### config.mk
export PLATFORM = sky130hd
export DESIGN_NAME = bridge_config_command_regs
export DESIGN_NICKNAME = d
export VERILOG_FILES = /design/src/shared/cfg_regs_pkg.sv /design/src/design/bridge_config_command_regs.sv
export SDC_FILE = /design/constraint.sdc
export NUM_CORES = 1
export LEC_CHECK = 0
export BUFFER_PORTS_ARGS = -buffer_cell sky130_fd_sc_hd__buf_2
export CAP_MARGIN = 0
export CELL_PAD_IN_SITES_DETAIL_PLACEMENT = 2
export CELL_PAD_IN_SITES_GLOBAL_PLACEMENT = 2
export CORE_MARGIN = 4
export CORE_UTILIZATION = 21
export DETAILED_ROUTE_END_ITERATION = 16
export PLACE_DENSITY = 0.8
export SLEW_MARGIN = 30
export SYNTH_ARGS = -nofsm -noshare
export SYNTH_HDL_FRONTEND = slang
export SYNTH_SLANG_ARGS = --single-unit
### constraint.sdc
create_clock -name clock -period 0.9 [get_ports clock]
set_clock_uncertainty 0.05 [all_clocks]
set_input_delay 0.18 -clock clock [delete_from_list [all_inputs] [get_ports clock]]
set_output_delay 0.18 -clock clock [all_outputs]
set_load 0.01 [all_outputs]
### src/shared/cfg_regs_pkg.sv
// configuration header constants, access types and carriers for the bridge header block
// assumes a single core clock and one configuration access port from the primary side
package cfg_regs_pkg;

	// ==========================================================
	// offsets
	localparam logic [11:0] ident_offset = 12'h000;
	localparam logic [11:0] command_offset = 12'h004;
	localparam logic [11:0] status_offset = 12'h004;

	// ==========================================================
	// command field positions
	localparam int io_enable_bit = 0;
	localparam int mem_enable_bit = 1;
	localparam int master_enable_bit = 2;
	localparam int special_cycle_bit = 3;
	localparam int mwi_enable_bit = 4;
	localparam int palette_snoop_bit = 5;
	localparam int parity_response_bit = 6;
	localparam int wait_cycle_bit = 7;
	localparam int error_report_enable_bit = 8;
	localparam int fast_b2b_bit = 9;
	localparam int interrupt_disable_bit = 10;
	localparam int master_parity_bit = 24;

	// writable command bits: 0,1,2,6,8,10
	localparam logic [15:0] command_write_mask = 16'h0547;
	localparam logic [15:0] command_reset = 16'h0000;

	// ==========================================================
	// field access types
	typedef enum logic [2:0]
	{
		read_only = 3'b000,
		read_only_sticky = 3'b001,
		read_write = 3'b010,
		write_one_to_clear = 3'b011,
		read_write_sticky = 3'b100,
		write_one_to_clear_sticky = 3'b101
	} access_t;

	// ==========================================================
	// carriers
	typedef struct packed
	{
		logic read;
		logic write;
		logic [11:0] offset;
		logic [3:0] byte_enable;
		logic [31:0] data;
	} cfg_request_t;

	typedef struct packed
	{
		logic io_space;
		logic mem_space;
		logic bus_master;
		logic parity_response;
		logic error_report_enable;
		logic interrupt_disable;
	} command_view_t;

	typedef struct packed
	{
		logic poisoned_completion;
		logic poisoned_write;
		logic parity_detected;
	} error_events_t;

	// applies one field update by access type
	function automatic logic field_update(input access_t kind, input logic cur,
		input logic wr, input logic wdata, input logic set);
		logic res;
		res = cur;
		case (kind)
			read_write, read_write_sticky: res = wr ? wdata : cur;
			write_one_to_clear, write_one_to_clear_sticky: res = (cur & ~(wr & wdata)) | set;
			read_only_sticky: res = cur | set;
			default: res = cur;
		endcase
		return res;
	endfunction : field_update

endpackage : cfg_regs_pkg

### src/design/bridge_config_command_regs.sv
// bridge configuration header: identifiers, command register, parity status flag
// assumes requests come from core-clock logic: one-cycle read or write strobes
//
// Overview of operation
// - present this header layout while in transparent mode
// - six access types; sticky keeps value, writing one clears clearable fields
// - offset 00h bits 15:0 read a fixed maker code
// - offset 00h bits 31:16 read a fixed part code
// - io space enable gates primary io response; resets to zero
// - memory space enable gates primary memory reads; resets to zero
// - bus master enable gates upstream mastering and secondary response
// - special cycle enable reads zero, read-only
// - memory write invalidate enable reads zero; pass-through still allowed
// - palette snoop, wait cycle, fast back-to-back read zero
// - parity response enable allows master parity flag; normal handling continues
// - bit 8 enables fatal and non-fatal error messages upstream
// - bit 10 keeps the legacy interrupt deasserted when set
// - bit 24 sets only on poisoned completion or poisoned write, if enabled
module bridge_config_command_regs #(
	parameter logic [15:0] maker_code = 16'h0A5A, // arbitrary value
	parameter logic [15:0] part_code = 16'h0B6B // arbitrary value
) (
	input wire logic clock,
	input wire logic rstn,
	input wire logic clock_enable,
	input wire logic transparent_mode,
	input wire cfg_regs_pkg::cfg_request_t request,
	input wire cfg_regs_pkg::error_events_t events,
	input wire logic interrupt_request,
	input wire logic error_pending,
	output logic [31:0] read_data,
	output logic read_valid,
	output cfg_regs_pkg::command_view_t command,
	output logic interrupt_out,
	output logic error_message,
	output logic master_parity_error
);

	// ==========================================================
	// state
	typedef struct packed
	{
		logic [15:0] cmd;
		logic mdpe;
		logic [31:0] rdata;
		logic rvalid;
		cfg_regs_pkg::command_view_t view;
		logic intr;
		logic err_msg;
	} state_t;

	state_t cur;
	state_t next_cur;

	// ==========================================================
	// next state
	always_comb
	begin
		logic wr_cmd;
		logic wr_stat;
		logic [15:0] wmask;
		logic set_mdpe;
		wr_cmd = 1'b0;
		wr_stat = 1'b0;
		wmask = 16'h0000;
		set_mdpe = 1'b0;
		next_cur = cur;
		wr_cmd = request.write && transparent_mode
			&& request.offset == cfg_regs_pkg::command_offset;
		wr_stat = wr_cmd && request.byte_enable[3];
		wmask = cfg_regs_pkg::command_write_mask
			& {{8{request.byte_enable[1]}}, {8{request.byte_enable[0]}}};
		// fixed-zero and reserved bits never enter the mask
		if (wr_cmd)
		begin
			next_cur.cmd = (cur.cmd & ~wmask) | (request.data[15:0] & wmask);
		end
		set_mdpe = cur.cmd[cfg_regs_pkg::parity_response_bit]
			&& (events.poisoned_completion || events.poisoned_write);
		// a set in the same cycle as a clear wins
		next_cur.mdpe = cfg_regs_pkg::field_update(cfg_regs_pkg::write_one_to_clear, cur.mdpe,
			wr_stat, request.data[cfg_regs_pkg::master_parity_bit], set_mdpe);
		next_cur.rvalid = request.read;
		next_cur.rdata = 32'h0000_0000;
		if (request.read && transparent_mode)
		begin
			case (request.offset)
				cfg_regs_pkg::ident_offset: next_cur.rdata = {part_code, maker_code};
				cfg_regs_pkg::command_offset:
					next_cur.rdata = {7'h00, cur.mdpe, 8'h00, 5'h00, cur.cmd[10:0]};
				default: next_cur.rdata = 32'h0000_0000;
			endcase
		end
		next_cur.view.io_space = cur.cmd[cfg_regs_pkg::io_enable_bit];
		next_cur.view.mem_space = cur.cmd[cfg_regs_pkg::mem_enable_bit];
		next_cur.view.bus_master = cur.cmd[cfg_regs_pkg::master_enable_bit];
		next_cur.view.parity_response = cur.cmd[cfg_regs_pkg::parity_response_bit];
		next_cur.view.error_report_enable = cur.cmd[cfg_regs_pkg::error_report_enable_bit];
		next_cur.view.interrupt_disable = cur.cmd[cfg_regs_pkg::interrupt_disable_bit];
		next_cur.intr = interrupt_request && !cur.cmd[cfg_regs_pkg::interrupt_disable_bit];
		next_cur.err_msg = error_pending
			&& cur.cmd[cfg_regs_pkg::error_report_enable_bit];
	end

	// ==========================================================
	// registers; clock_enable freezes everything
	always_ff @(posedge clock or negedge rstn)
	begin
		if (!rstn)
		begin
			cur <= '0;
			cur.cmd <= cfg_regs_pkg::command_reset;
		end
		else if (clock_enable)
		begin
			cur <= next_cur;
		end
	end

	assign read_data = cur.rdata;
	assign read_valid = cur.rvalid;
	assign command = cur.view;
	assign interrupt_out = cur.intr;
	assign error_message = cur.err_msg;
	assign master_parity_error = cur.mdpe;

endmodule : bridge_config_command_regs

==> summary.md <==
| Metric | Value |
|---|---|
| WP data required | just over 1 ns |
| Avg WL per Cell | roughly 15 µm |
| Largest net degree at the start of global routing | 25 |
| Avg Cell Area, Syn | ~11 µm² |
| DP Worst Slack | -1.037 ns |
| CTS H-tree lvls | 1 |
| Cell taking the most area after synthesis | dfrtp_1 |
| Global-route wire length before repair | 5402 µm |
| DRT iter0 DRCs | 12 |
| Failing checks | setup timing |
| Clock transition at path regs | ~0.090 ns |
| Synth Flop Type | dfrtp_1 |
| Cells after Synth | between 100 and 150 |
| CP Max Fanout | 4 |
| GRT Total Usage | about a tenth |
| Layout fillers | slightly below 700 |
| Share of the synthesized area in the top cell type | between 40 and 50% |
| WL final | 3610 µm |
| Yosys reg bits | 24 |
| Worst Setup Path Type | in -> reg |
| Starting density of the core | roughly 22% |
| Cts bufs inserted | 3 |
| Post-synth ARST share | 100.0% |
| Total chip power | ~2.3 mW |
| Post-route design area | between 1500 and 2000 µm² |
| Register area | around 600 µm² |
| FP Rows | 28 |
| Antenna cell count | 0 |
| Chip height | approximately 87 µm |
| Final net count | around 230 |
| Final hold violations | 0 |
| GP Congestion | around 0.7 |
| Post-DP HPWL | between 2000 and 3000 µm |
| Max-slew violation total from the final report | 0 |
| Drc violations | 0 |
| Top cells by area, synth | dfrtp_1, buf_4, mux2_2 |
| Detailed Routing Iterations Pass 1 | 4 |
| Gr ovfl total | 0 |
| Cell variety after synth | 25 |
| RSZ-0062 raised after global routing | true |
| Worst min path class | in -> reg |
| Yosys warns | 0 |
| Root buffer cell | clkbuf_8 |
| Placeable Area | around 6000 µm² |
| Vias | around 970 |
| Share of layout cells above drive strength 1 | about three fifths |
| Register area share after synthesis | between 40% and 50% |
| CP Launch Type | input port |
| Die width | ~87 µm |
| Clock Path Buffers | 2 |
| Clk sinks | 24 |
| VDD IR-drop max | 0.6918 mV |
| Mapped Area | roughly 1300 µm² |
| Antenna violations before repair | 0 |
| CTS tree | yes |
| Vias/cell | approximately 4 |
| Fmax | ~650 MHz |
| Final Cycle Share | 172.0% |
| Static leakage | roughly 0.95 nW |
| Most common cell in the netlist | buf_4 |
| Final antenna-violating net count | 0 |
| Clock insertion delay at the later pin of the skew report | 0.27 ns |
| Footprint of the multi-input gates | between 400 and 500 µm² |
| Area after DPL | ~1500 µm² |
| Vias in the first global route | around 1,100 |
| Final design utilization | 28.43% |
| Min Tclk post-route | around 1.5 ns |
| WHS | between 0.08 and 0.09 ns |
| Area Overhead vs Synth | 29.87% |
| Outcome | finished, violations left |
| Setup Viol. Count Final | 44 |
| Data arrival, critical path | approximately 1.7 ns |
| I/O pin count | 101 |
| R2R setup slack | -0.05 ns |
| Die area | between 7000 and 8000 µm² |
| Worst Setup End Kind | flop |
| Max-cap viol count | 0 |
| Top post-synthesis cells by count | buf_4, dfrtp_1, mux2_2 |
| PortBufs | just under 60 |
| Worst setup margin | -0.6478 ns |
| Number of synthesized flops with an enable pin | 0 |
| Power Density | approximately 1300 nW/µm² |
==> layout by cell type (no fill, tap or decap) <==
cell type	count
mux2_2	11
nand3_1	1
bufinv_16	1
nand4_2	1
o2bb2ai_1	1
a21o_1	3
buf_6	9
nand4_1	2
buf_4	11
nor4_2	1
nor2_1	1
inv_1	8
o21ai_0	3
nand2b_1	1
conb_1	14
clkbuf_8	3
mux2_4	1
and2_4	1
or3b_2	1
or4bb_1	1
buf_2	50
a22o_1	4
dfrtp_1	24
o21ai_2	4
nand3b_1	2
or4_4	3
dlygate4sd3_1	1
nor4_4	1
nand2_1	1
==> report_power, final <==
| group | switching, mW | total [mW] | internal, mW |
|---|---|---|---|
| combinational | 0.121 | 0.219 | 0.0979 |
| sequential | 0.00446 | 1.09 | 1.09 |
| clock | 0.368 | 0.963 | 0.596 |
| total | 0.493 | 2.27 | 1.78 |
==> cell type report <==
type / count / area share [%]
Tap cell: 75 / 5.511
Clock inverter: 1 / 1.763
Sequential cell: 24 / 35.27
Inverter: 8 / 1.763
Clock buffer: 3 / 2.425
Multi-Input combinational cell: 58 / 27.19
Timing Repair Buffer: 71 / 26.08
==> cell families after synthesis <==
group / after synthesis / synth area share [%]
other: 1 / 0.2860
flip-flops: 24 / 45.80
AND/OR/NAND/NOR: 17 / 10.88
AO/OA/AOI/OAI: 15 / 7.728
multiplexers: 12 / 10.31
buffers and inverters: 49 / 25.00
==> worst paths after layout <==
path / startpoint / endpoint / cells after the start
min reg2reg: flop / read_data[1] / 1
max: request[46] / flop / 5
min in group asynchronous: rstn / error_message / 3
max in group asynchronous: rstn / read_valid / 3
min: request[6] / flop / 2
max reg2reg: read_data[24] / read_data[24] / 4
==> worst max-delay path, stage by stage <==
cell and delay, ns:
buf_6 0.09, or4_4 0.57, nor4_4 0.30, nand4_2 0.20
mux2_2 0.32
==> stage by stage <==
step / TNS [ns] / std cells
after global placement: -14.79 / 228
final: -14.07 / 240
after global routing: -16.32 / 240
after floorplan: -10.31 / 131
after CTS: -14.54 / 240
after detailed placement: -15.43 / 228
==> what timing repair did <==
| action | 4_1_cts | 5_1_grt |
|---|---|---|
| hold buffers | 1 | 0 |
| resized for setup | 15 | 7 |
| hold endpoints to repair | 24 | 0 |
| gates cloned | 0 | 0 |
| pin swaps | 2 | 3 |
| buffers inserted | 7 | 0 |
| setup endpoints to repair | 43 | 44 |
==> layer usage <==
layer / GRT usage, % / share of wire, %
met5: 0 / 0
met4: 3.824 / 1.5
met3: 3.217 / 8.6
met2: 17.39 / 54
met1: 9.994 / 36
No activity file was read; power rests on OpenSTA's default activity.
